### src/inc/wdc_pkg.sv
// Constants, register layout and reset values of the watchdog timer control block.
// Assumes a single 25 MHz core clock and an Avalon-MM master that addresses bytes.
package wdc_pkg;

  localparam int AVS_ADDR_W = 10;
  // Printed offsets are register indices; the byte address is four times the index.
  localparam logic [7:0] WATCHDOG_CONTROL_IDX = 8'haa;
  localparam logic [7:0] TIMED_ACCESS_IDX = 8'hc7;
  localparam logic [AVS_ADDR_W-1:0] WATCHDOG_CONTROL_ADDR = {WATCHDOG_CONTROL_IDX, 2'h0};
  localparam logic [AVS_ADDR_W-1:0] TIMED_ACCESS_ADDR = {TIMED_ACCESS_IDX, 2'h0};

  // Timed-access unlock keys and how long the unlock stays open, in core cycles.
  localparam logic [7:0] TA_KEY_FIRST = 8'haa;
  localparam logic [7:0] TA_KEY_SECOND = 8'h55;
  localparam int TA_WINDOW_NS = 160;
  localparam int CORE_CLK_MHZ = 25;
  localparam int TA_WINDOW_CYCLES_INT = (TA_WINDOW_NS * CORE_CLK_MHZ) / 1000;
  localparam logic [3:0] TA_WINDOW_CYCLES = 4'(TA_WINDOW_CYCLES_INT);

  // Field positions in the control byte.
  localparam int BIT_RUN = 7;
  localparam int BIT_CLEAR = 6;
  localparam int BIT_TIMEOUT = 5;
  localparam int BIT_SLEEP_RUN = 4;
  localparam int BIT_RESET_FLAG = 3;
  localparam int PS_MSB = 2;
  localparam int PS_LSB = 0;

  localparam logic [7:0] CTRL_POR_VALUE = 8'h07;
  localparam logic [2:0] PS_POR_VALUE = 3'h7;
  localparam logic [3:0] CFG_TIMER_MODE = 4'hf;

  localparam int WDT_COUNT_W = 6;
  localparam int PS_COUNT_W = 8;

  // Divide ratio minus one, per prescale code.
  localparam logic [PS_COUNT_W-1:0] PS_DIV0 = 8'h00;
  localparam logic [PS_COUNT_W-1:0] PS_DIV1 = 8'h03;
  localparam logic [PS_COUNT_W-1:0] PS_DIV2 = 8'h07;
  localparam logic [PS_COUNT_W-1:0] PS_DIV3 = 8'h0f;
  localparam logic [PS_COUNT_W-1:0] PS_DIV4 = 8'h1f;
  localparam logic [PS_COUNT_W-1:0] PS_DIV5 = 8'h3f;
  localparam logic [PS_COUNT_W-1:0] PS_DIV6 = 8'h7f;
  localparam logic [PS_COUNT_W-1:0] PS_DIV7 = 8'hff;

  typedef enum logic [1:0] {
    TA_LOCKED,
    TA_GOT_FIRST,
    TA_OPEN
  } wdc_ta_state_t;

endpackage

### src/verilog/wdc_top.sv
// Watchdog timer control: control register, timed access, counter and reset-cause handling.
// Assumes RESET is the power-on reset on CORE_CLK; other resets and pins arrive unsynchronised.
//
// The Avalon-MM interface to the registers was decided locally.
`timescale 1ns/10ps

module wdc_top
  import wdc_pkg::*;
(
  // Clock and power-on reset.
  input wire logic CORE_CLK,
  input wire logic RESET,
  // Other reset causes and power state, from outside the clock domain.
  input wire logic OTHER_RESET,
  input wire logic SLEEP_MODE,
  input wire logic [3:0] CONFIG_WATCHDOG_ENABLE,
  // Avalon-MM slave.
  input wire logic [AVS_ADDR_W-1:0] AVS_ADDRESS,
  input wire logic AVS_READ,
  input wire logic AVS_WRITE,
  input wire logic [3:0] AVS_BYTEENABLE,
  input wire logic [31:0] AVS_WRITEDATA,
  output logic [31:0] AVS_READDATA,
  output logic AVS_WAITREQUEST,
  // Reset request to the system on a watchdog time-out.
  output logic WDT_RESET_REQ
);

  typedef struct packed {
    logic [1:0] other_rst_sync;
    logic [1:0] sleep_sync;
    logic [7:0] cfg_sync;
    logic timer_run_control;
    logic clear_pending;
    logic timeout_flag;
    logic run_in_sleep_modes;
    logic watchdog_reset_flag;
    logic [2:0] clock_prescale_select;
    logic [WDT_COUNT_W-1:0] count;
    wdc_ta_state_t ta_state;
    logic [3:0] ta_timer;
    logic [31:0] readdata;
    logic waitrequest;
    logic reset_req;
  } wdc_state_t;

  wdc_state_t state;
  wdc_state_t next_state;
  logic tick;
  logic other_reset;
  logic sleeping;
  logic [3:0] config_watchdog_enable;
  logic timer_mode;
  logic count_enable;
  logic overflow;
  logic take;
  logic hit_ctrl;
  logic hit_ta;
  logic ctrl_write;
  logic [7:0] wbyte;
  logic [7:0] ctrl_value;

  wdc_prescaler u_prescaler (
    .clk(CORE_CLK),
    .reset(RESET),
    .select(state.clock_prescale_select),
    .tick(tick)
  );

  // Second stage of each synchroniser is the only one read by logic.
  assign other_reset = state.other_rst_sync[1];
  assign sleeping = state.sleep_sync[1];
  assign config_watchdog_enable = state.cfg_sync[7:4];

  always_comb begin
    timer_mode = (config_watchdog_enable == CFG_TIMER_MODE);
    // In timer mode software gates the counter; otherwise the watchdog always runs.
    if (timer_mode) begin
      count_enable = state.timer_run_control
        && (!sleeping || state.run_in_sleep_modes);
    end else begin
      count_enable = 1'b1;
    end
    overflow = tick && count_enable && !state.clear_pending && (&state.count);
  end

  always_comb begin
    take = (AVS_READ || AVS_WRITE) && state.waitrequest;
    hit_ctrl = (AVS_ADDRESS == WATCHDOG_CONTROL_ADDR);
    hit_ta = (AVS_ADDRESS == TIMED_ACCESS_ADDR);
    wbyte = AVS_WRITEDATA[7:0];
    ctrl_write = take && AVS_WRITE && hit_ctrl && AVS_BYTEENABLE[0]
      && (state.ta_state == TA_OPEN);
    ctrl_value = {state.timer_run_control, state.clear_pending, state.timeout_flag,
      state.run_in_sleep_modes, state.watchdog_reset_flag, state.clock_prescale_select};
  end

  always_comb begin
    next_state = state;
    next_state.other_rst_sync = {state.other_rst_sync[0], OTHER_RESET};
    next_state.sleep_sync = {state.sleep_sync[0], SLEEP_MODE};
    next_state.cfg_sync = {state.cfg_sync[3:0], CONFIG_WATCHDOG_ENABLE};
    next_state.reset_req = 1'b0;

    // Bus handshake: one wait cycle, then a single cycle with waitrequest low.
    next_state.waitrequest = 1'b1;
    if (take) begin
      next_state.waitrequest = 1'b0;
      next_state.readdata = '0;
      if (AVS_READ && hit_ctrl) begin
        next_state.readdata = {24'h000000, ctrl_value};
      end
    end

    // Timed access: two key writes open a short window for one protected write.
    if (state.ta_state == TA_OPEN) begin
      if (state.ta_timer == 4'h0) begin
        next_state.ta_state = TA_LOCKED;
      end else begin
        next_state.ta_timer = state.ta_timer - 4'h1;
      end
    end
    if (take && AVS_WRITE) begin
      if (hit_ta && AVS_BYTEENABLE[0]) begin
        case (state.ta_state)
          TA_LOCKED: begin
            if (wbyte == TA_KEY_FIRST) begin
              next_state.ta_state = TA_GOT_FIRST;
            end
          end
          TA_GOT_FIRST: begin
            if (wbyte == TA_KEY_SECOND) begin
              next_state.ta_state = TA_OPEN;
              next_state.ta_timer = TA_WINDOW_CYCLES;
            end else begin
              next_state.ta_state = TA_LOCKED;
            end
          end
          TA_OPEN: begin
            next_state.ta_state = TA_LOCKED;
          end
          default: begin
            next_state.ta_state = TA_LOCKED;
          end
        endcase
      end else begin
        // Any other write spends the unlock once it is taken, the protected write included.
        next_state.ta_state = TA_LOCKED;
      end
    end

    // Counter: a pending clear is carried out at the next prescaler tick.
    if (tick) begin
      if (state.clear_pending) begin
        next_state.count = '0;
        next_state.clear_pending = 1'b0;
      end else if (count_enable) begin
        next_state.count = state.count + 6'h01;
      end
    end

    if (ctrl_write) begin
      next_state.timer_run_control = wbyte[BIT_RUN];
      next_state.run_in_sleep_modes = wbyte[BIT_SLEEP_RUN];
      next_state.watchdog_reset_flag = wbyte[BIT_RESET_FLAG];
      next_state.clock_prescale_select = wbyte[PS_MSB:PS_LSB];
      if (wbyte[BIT_CLEAR]) begin
        next_state.clear_pending = 1'b1;
      end
      if (!wbyte[BIT_TIMEOUT]) begin
        next_state.timeout_flag = 1'b0;
      end
    end

    // In timer mode the overflow set wins over a software clear in the same cycle.
    if (overflow) begin
      next_state.timeout_flag = 1'b1;
    end

    // A time-out outside timer mode requests a reset, clears the upper nibble, sets the flag and keeps the prescale bits.
    if (overflow && !timer_mode) begin
      next_state.reset_req = 1'b1;
      next_state.timer_run_control = 1'b0;
      next_state.clear_pending = 1'b0;
      next_state.timeout_flag = 1'b0;
      next_state.run_in_sleep_modes = 1'b0;
      next_state.watchdog_reset_flag = 1'b1;
      next_state.count = '0;
      next_state.ta_state = TA_LOCKED;
    end

    // Other resets clear the upper nibble and keep the flag and prescale bits.
    if (other_reset) begin
      next_state.timer_run_control = 1'b0;
      next_state.clear_pending = 1'b0;
      next_state.timeout_flag = 1'b0;
      next_state.run_in_sleep_modes = 1'b0;
      next_state.watchdog_reset_flag = state.watchdog_reset_flag;
      next_state.clock_prescale_select = state.clock_prescale_select;
      next_state.count = '0;
      next_state.ta_state = TA_LOCKED;
      next_state.reset_req = 1'b0;
    end
  end

  always_ff @(posedge CORE_CLK) begin
    if (RESET) begin
      state <= '0;
      state.timer_run_control <= CTRL_POR_VALUE[BIT_RUN];
      state.clear_pending <= CTRL_POR_VALUE[BIT_CLEAR];
      state.timeout_flag <= CTRL_POR_VALUE[BIT_TIMEOUT];
      state.run_in_sleep_modes <= CTRL_POR_VALUE[BIT_SLEEP_RUN];
      state.watchdog_reset_flag <= 1'b0;
      state.clock_prescale_select <= PS_POR_VALUE;
      state.ta_state <= TA_LOCKED;
      state.waitrequest <= 1'b1;
    end else begin
      state <= next_state;
    end
  end

  assign AVS_READDATA = state.readdata;
  assign AVS_WAITREQUEST = state.waitrequest;
  assign WDT_RESET_REQ = state.reset_req;

endmodule

### src/verilog/wdc_prescaler.sv
// Clock prescaler of the watchdog: one tick every N core cycles.
// Assumes the select input comes from logic on the same clock.
`timescale 1ns/10ps

module wdc_prescaler
  import wdc_pkg::*;
(
  // Clock and reset.
  input wire logic clk,
  input wire logic reset,
  // Ratio select and tick out.
  input wire logic [2:0] select,
  output logic tick
);

  typedef struct packed {
    logic [PS_COUNT_W-1:0] count;
    logic tick;
  } wdc_ps_state_t;

  wdc_ps_state_t state;
  wdc_ps_state_t next_state;
  logic [PS_COUNT_W-1:0] limit;

  always_comb begin
    case (select)
      3'h0: limit = PS_DIV0;
      3'h1: limit = PS_DIV1;
      3'h2: limit = PS_DIV2;
      3'h3: limit = PS_DIV3;
      3'h4: limit = PS_DIV4;
      3'h5: limit = PS_DIV5;
      3'h6: limit = PS_DIV6;
      default: limit = PS_DIV7;
    endcase
  end

  always_comb begin
    next_state = state;
    // A change of select to a smaller ratio must not leave the count beyond the limit.
    if (state.count >= limit) begin
      next_state.count = '0;
      next_state.tick = 1'b1;
    end else begin
      next_state.count = state.count + 8'h01;
      next_state.tick = 1'b0;
    end
  end

  always_ff @(posedge clk) begin
    if (reset) begin
      state <= '0;
    end else begin
      state <= next_state;
    end
  end

  assign tick = state.tick;

endmodule

### config.mk
export PLATFORM = sky130hd
export DESIGN_NAME = wdc_top
export DESIGN_NICKNAME = d
export VERILOG_FILES = /design/src/inc/wdc_pkg.sv /design/src/verilog/wdc_top.sv /design/src/verilog/wdc_prescaler.sv
export SDC_FILE = /design/constraint.sdc
export NUM_CORES = 1
export LEC_CHECK = 0
export ABC_AREA = 1
export ABC_CLOCK_PERIOD_IN_PS = 1900
export BUFFER_PORTS_ARGS = -buffer_cell sky130_fd_sc_hd__clkbuf_2
export CAP_MARGIN = 5
export CORE_MARGIN = 5
export CORE_UTILIZATION = 30
export DETAILED_ROUTE_END_ITERATION = 8
export GPL_ROUTABILITY_DRIVEN = 0
export GPL_TIMING_DRIVEN = 0
export PLACE_DENSITY = 0.56
export SLEW_MARGIN = 20
export SYNTH_ARGS = -nofsm -noshare
export SYNTH_HDL_FRONTEND = slang
export SYNTH_SLANG_ARGS = --single-unit
### constraint.sdc
create_clock -name CORE_CLK -period 1.9 [get_ports CORE_CLK]
set_input_delay 0.38 -clock CORE_CLK [delete_from_list [all_inputs] [get_ports CORE_CLK]]
set_output_delay 0.38 -clock CORE_CLK [all_outputs]
set_load 0.02 [all_outputs]
== After elaboration in Yosys (flattened, before gate mapping) ==
Cells that the tools add are included.

* Register bits: 51
* Bits of input ports: 56
* Output and inout bits: 34
* Logic and storage cells: 92

* $add $sub $neg: 3
* $lt $le $gt $ge: 1
* Eq/ne operators: 14
* Mux-type cells: 25
* Bitwise operators: 1
* Reductions and logical operators: 31

{| class="wikitable"
|+ Operators by type and width
! kind !! number
|-
| 8-bit one-hot mux with 7 select lines || 1
|-
| 6-bit two-way mux || 4
|-
| 10-bit == test (second input constant) || 2
|-
| 4-bit two-way mux || 4
|-
| 1-bit logical AND || 12
|-
| 3-bit == test (second input constant) || 3
|-
| 1-bit two-way mux || 9
|-
| 8-bit by 1-bit adder with 8-bit output (second input constant) || 1
|-
| 8-bit by 7-bit == test with 1-bit output (second input constant) || 1
|-
| 8-bit == test (second input constant) || 1
|-
| 8-bit >= comparator || 1
|-
| 2-bit two-way mux || 4
|-
| 8-bit two-way mux || 1
|-
| 2-bit AND reduction || 4
|-
| 7-bit two-way mux || 1
|-
| 6-bit by 1-bit adder with 6-bit output (second input constant) || 1
|-
| 3-bit by 2-bit == test with 1-bit output (second input constant) || 2
|-
| 6-bit AND reduction || 1
|-
| 2-bit nonzero test || 3
|-
| 4-bit == test (second input constant) || 1
|-
| 4-bit logical NOT || 1
|-
| 2-bit one-hot mux with 2 select lines || 1
|-
| 2-bit OR reduction || 2
|-
| 4-bit by 1-bit subtractor with 4-bit output (second input constant) || 1
|-
| other kinds (10) || 13
|}

== Depth between registers and ports, before layout ==
* Depth in word-level cells: 10
* Gate-level depth with buffers: 11
* Depth with buffers taken out: 10

== Cells and area by module ==
Synthesis repeated with hierarchy kept, for this count alone.

* Cell total of the unflattened synthesis: 380
* Area total of the unflattened synthesis: 2821.5 um^2

{| class="wikitable"
|+ Modules (own cells, without submodules)
! module !! times used !! cells an instance !! area an instance (um^2) !! seq. area each (um^2)
|-
| wdc_top || 1 || 301 || 2222.1 || 840.8
|-
| wdc_prescaler || 1 || 79 || 599.3 || 180.2
|}

== Worst setup path after synthesis ==
OpenSTA, ideal clock, no wires.

* Kind: reg2reg
* Start: register state, in the netlist ctrl_value[2]
* End: register u_prescaler.state[1] in the netlist's numbering
* Library setup time: 71 ps
* Arrival time: 1537 ps
* Required time: 1829 ps
* Setup slack: 292 ps
* Cell stages (with the launch flop): 9
* Path buffers: 1
* Clock period less this slack: 1608 ps
* Cell sequence: dfxtp_1 clkbuf_1 nor3_1 ha_1 a21oi_1 o21ai_0 nand2_1 nand4_1 nor2_1

* Word-level cells in the longest chain between the ends: 4
* Elaborated cells on any way between the ends: 10
* Classes of those cells: order compare (1); eq/ne (6); mux (1); reduce/logical (2)

{| class="wikitable"
|+ Ends and longest elaborated chain
! what !! RTL line !! source
|-
| from (decl) || wdc_top.sv:47 || <nowiki>wdc_state_t state;</nowiki>
|-
| from (signal assigned) || wdc_top.sv:218 || <nowiki>state <= next_state;</nowiki>
|-
| 3-bit == test, or another cell as far along || wdc_prescaler.sv:26 || <nowiki>case (select)</nowiki>
|-
| 8-bit one-hot mux with 7 select lines (*) || wdc_prescaler.sv:26 ||
|-
| 8-bit >= comparator (*) || wdc_prescaler.sv:41 || <nowiki>if (state.count >= limit) begin</nowiki>
|-
| 2-bit OR reduction (no source line) (*) || -- ||
|-
| to (signal assigned) || wdc_prescaler.sv:54 || <nowiki>state <= next_state;</nowiki>
|-
| to (decl) || wdc_prescaler.sv:21 || <nowiki>wdc_ps_state_t state;</nowiki>
|}

Every way passes the cells marked *; elsewhere a longest branch is shown, timed or not.
A chain may end at the register's enable or synchronous reset.

== Worst setup path in the final report ==
* Start: register state, in the netlist ctrl_value[1]
* End: register u_prescaler.state[1] in the netlist's numbering

Same word-level chain as after synthesis.

==> results.md <==
Yosys:
- In the synthesized netlist, the number of instances is 372.
- The register area share after synthesis is 37.0%.
- The post-synthesis sequential element count is 51.
- The synthesis warning total is 0.
- After synthesis the cells add up to 2760 um2.
- Averaged over all synthesized cells, the footprint is 7.42 um2.
- Counting distinct cell types in the post-synthesis netlist gives 35.

Global routing:
- Entering global routing, the biggest net connects 16 pins.
- The number of antenna violations at the first check in global routing was 0.
- The via count of the first global-routing pass is 2,151.
- The final global-route overflow total is 0.
- The global-route usage over all layers is 9.84%.
- The first global-routing pass estimated 9190 um of wire.

Floorplanning:
- The starting utilization of the core area is 30.3%.
- The area of the placeable core is 9110 um2.
- Measured along the x axis, the die boundary spans 106 um.
- The die span in y is 106 um.
- The area enclosed by the die boundary is 11,200 um2.
- The floorplan has 35 rows.
- The I/O pin total is 90.

Layout:
- In the final layout, the share of cells above drive strength 1 is 24.1%.
- The diode insertion count for antenna repair is 0.
- The final design utilization is 36.2%.
- The finished layout holds 550 standard cells, fillers aside.
- Relative to the synthesized area, the layout overhead comes to 19.5%.
- In the final design database the tool counted 505 nets.
- Fill cells in the final layout number 994.

Setup path:
- Counting both buffers and inverters, the worst setup path holds a total of 1.
- The worst setup path is launched from a register.
- On the critical path, the stage with the largest delay is an instance of sky130_fd_sc_hd__dfxtp_2.
- The reg-to-reg startpoint is ctrl_value[1]$_SDFFE_PP1P_.
- The critical path launch point is ctrl_value[1]$_SDFFE_PP1P_.
- On the worst path, the slowest cell contributes a delay of 0.41 ns.
- The data arrival time of the worst path is 1.81 ns.
- The signal on the critical path passes through a21oi_1 > o21a_1 > ha_1 > nand2_1 > o21ai_0 > nand2_1 > nand4_1 > buf_4 > nor2_1.
- Data on the critical path is required at its endpoint by 2.09 ns.
- The most repeated library cell on the critical path is sky130_fd_sc_hd__nand2_1.
- The maximum fanout along the worst path is 8.
- The gate family responsible for the most delay along the worst path is flip-flops.
- STA classifies the critical path endpoint as a register.
- The setup path with the least slack is of type register to register.

STA:
- The count of final hold-check violations was 0.
- On the final layout, the worst clock skew is 0.0123 ns.
- Setup repair after global routing left no endpoint under its margin.
- The share of the cycle needed by the critical path after routing is 85.3%.
- The final count of pins violating max slew was 0.
- Setup violations remaining at the end of the flow were counted as 0.
- The worst path in the final design needs a cycle of 1.62 ns, including I/O delays and setup.
- Static timing analysis puts the maximum clock frequency at 617 MHz.
- The post-route setup TNS is 0 ns.

Clock network:
- The CTS root buffer is sky130_fd_sc_hd__clkbuf_8.
- For the worst-skew pair, the clock arrives at the later sink with an insertion delay of 0.30 ns.
- The clock buffer count from CTS is 5.
- The longest clock path from root to sink contains 2 buffers.
- The clock transition at the registers of the reported paths is 0.10 ns.
- The clock tree from TritonCTS is yes.
- Clock tree synthesis found a total of 51 sinks.
- In this run, post-CTS hold repair placed 0 buffers.
- The H-tree was split into 2 levels.

Placed design:
- Buffers placed on the I/O ports in this run total 37.
- The number of cells in the design after placement is 543.
- The HPWL after detailed placement is 4420 um.

Detailed routing:
- Once detail routing completed, the nets flagged for antenna violations numbered 0.
- The final route contains 2,302 vias.
- In the routed design, unresolved DRC markers number 0.
- The wire length per cell after detailed routing is 9.97 um.
- Wires add up to 5480 um.
- The first routing iteration left 52 violations.
- After detailed routing, the number of vias per cell comes to 4.19.
- The first-pass iteration count of the detailed router is 4.

Flow run:
- The max-capacitance violation count is 0.

Pwr:
- In this run the static leakage power is 1.65 nW.
- The worst-case IR drop observed on VDD is 368 uV.
- For this design the ratio of total power to cell area is 663 nW/um2.

Worst hold path:
- The path class of the tightest hold or removal check is primary input to register.
- In this run the most critical hold path is launched from SLEEP_MODE.

Outcome:
- The run finished with clean final reports.
==> synthesized netlist by cell type (all sizes together) <==
library cell	instances	area, um2
a21o	1	7.51
nor3	5	25.0
a31oi	1	6.26
nand4	7	43.8
or2	1	6.26
o21ai	15	78.8
nand2	65	259
dfxtp	51	1020
clkbuf	4	25.0
a32oi	1	8.76
nand3	33	200
xnor2	3	26.3
nand3b	1	7.51
a21oi	26	130
nor2	53	251
xor2	6	52.6
conb	1	3.75
inv	49	184
o21a	2	15.0
buf	35	264
ha	11	138
clkinv	1	5.00
==> cell families after synthesis <==
family	Yosys count	synth area share, %
and+or+nand+nor	165	28.8
AOI/OAI and AO/OA	46	8.93
other	1	0.136
adders and majority gates	11	4.99
DFF	51	37.0
xor gates and xnor gates	9	2.86
buffers and inverters	89	17.3
==> flip-flops by register name, indices dropped and copies added (netlist names) <==
name	cells
next_state	6
other_reset	1
u_prescaler.state	8
u_prescaler.tick	1
sleeping	1
config_watchdog_enable	4
WDT_RESET_REQ	1
AVS_WAITREQUEST	1
state	12
ctrl_value	8
AVS_READDATA	8
==> metal layers <==
layer / up-vias / GRT usage, % / wire (um)
li1: 1254 / - / -
met1: 991 / 11.9 / 2440
met2: 51 / 16.5 / 2640
met3: 6 / 2.13 / 316
met4: 0 / 4.81 / 91
met5: - / 0 / 0
==> report_power, final <==
part / switching, mW / internal, mW / total, mW
Combinational: 0.166 / 0.116 / 0.283
Sequential: 0.0192 / 1.10 / 1.12
Clock: 0.355 / 0.427 / 0.782
==> path summary, 6_finish.rpt <==
check | to | depth (start not counted) | slack (ns)
setup / recovery | u_prescaler.state[1]$_SDFF_PP0_ | 9 | 0.28
hold / removal | next_state[63]$_SDFF_PP0_ | 3 | 0.27
setup reg to reg | u_prescaler.state[1]$_SDFF_PP0_ | 9 | 0.28
hold reg to reg | config_watchdog_enable[0]$_SDFF_PP0_ | 2 | 0.41
==> through the flow <==
stage                     hold WS [ns]  worst slack (ns)  power (mW)  cell area (um2)
after floorplan                  0.388             0.292        1.35             2850
after global placement           0.395          0.000703        1.42             3170
after detailed placement         0.395           -0.0949        1.43             3170
after CTS                        0.253            0.0620        2.21             3290
after global routing             0.272            0.0726        2.28             3300
final                            0.266             0.279        2.18             3300
==> worst reg2reg max path, delay by kind of cell, from the launching register on <==
family                     cells  cell delay (ns)
DFF                            1             0.41
AOI/OAI and AO/OA              3             0.40
and+or+nand+nor                4             0.28
adders and majority gates      1             0.26
buffers and inverters          1             0.16
==> final cells by class <==
| class | instances | area, um2 | share of cell area (%) |
|---|---|---|---|
| clock buffer | 6 | 82.6 | 2.51 |
| inverter | 50 | 189 | 5.73 |
| multi-input combinational | 255 | 1350 | 41.0 |
| clock inverter | 2 | 35.0 | 1.06 |
| sequential | 51 | 1020 | 31.1 |
| tap | 111 | 139 | 4.21 |
| buffer | 37 | 282 | 8.54 |
| timing repair buffer | 38 | 193 | 5.85 |
==> timing repair <==
action / CTS / global route
gates cloned: 0 / 0
gates resized for setup: 0 / 4
endpoints found under the setup margin: 8 / 8
setup buffers: 1 / 0
==> placed cells by master, fill, tap and decap left out, types with 11 or more instances in the layout <==
| cell type | count |
|---|---|
| sky130_fd_sc_hd__conb_1 | 24 |
| sky130_fd_sc_hd__nor2_1 | 47 |
| sky130_fd_sc_hd__inv_1 | 45 |
| sky130_fd_sc_hd__o21ai_0 | 11 |
| sky130_fd_sc_hd__buf_4 | 34 |
| sky130_fd_sc_hd__clkbuf_2 | 37 |
| sky130_fd_sc_hd__nand2_1 | 61 |
| sky130_fd_sc_hd__ha_1 | 11 |
| sky130_fd_sc_hd__dfxtp_1 | 48 |
| sky130_fd_sc_hd__a21oi_1 | 26 |
| sky130_fd_sc_hd__nand3_1 | 29 |
(Power assumes the default switching activity.)
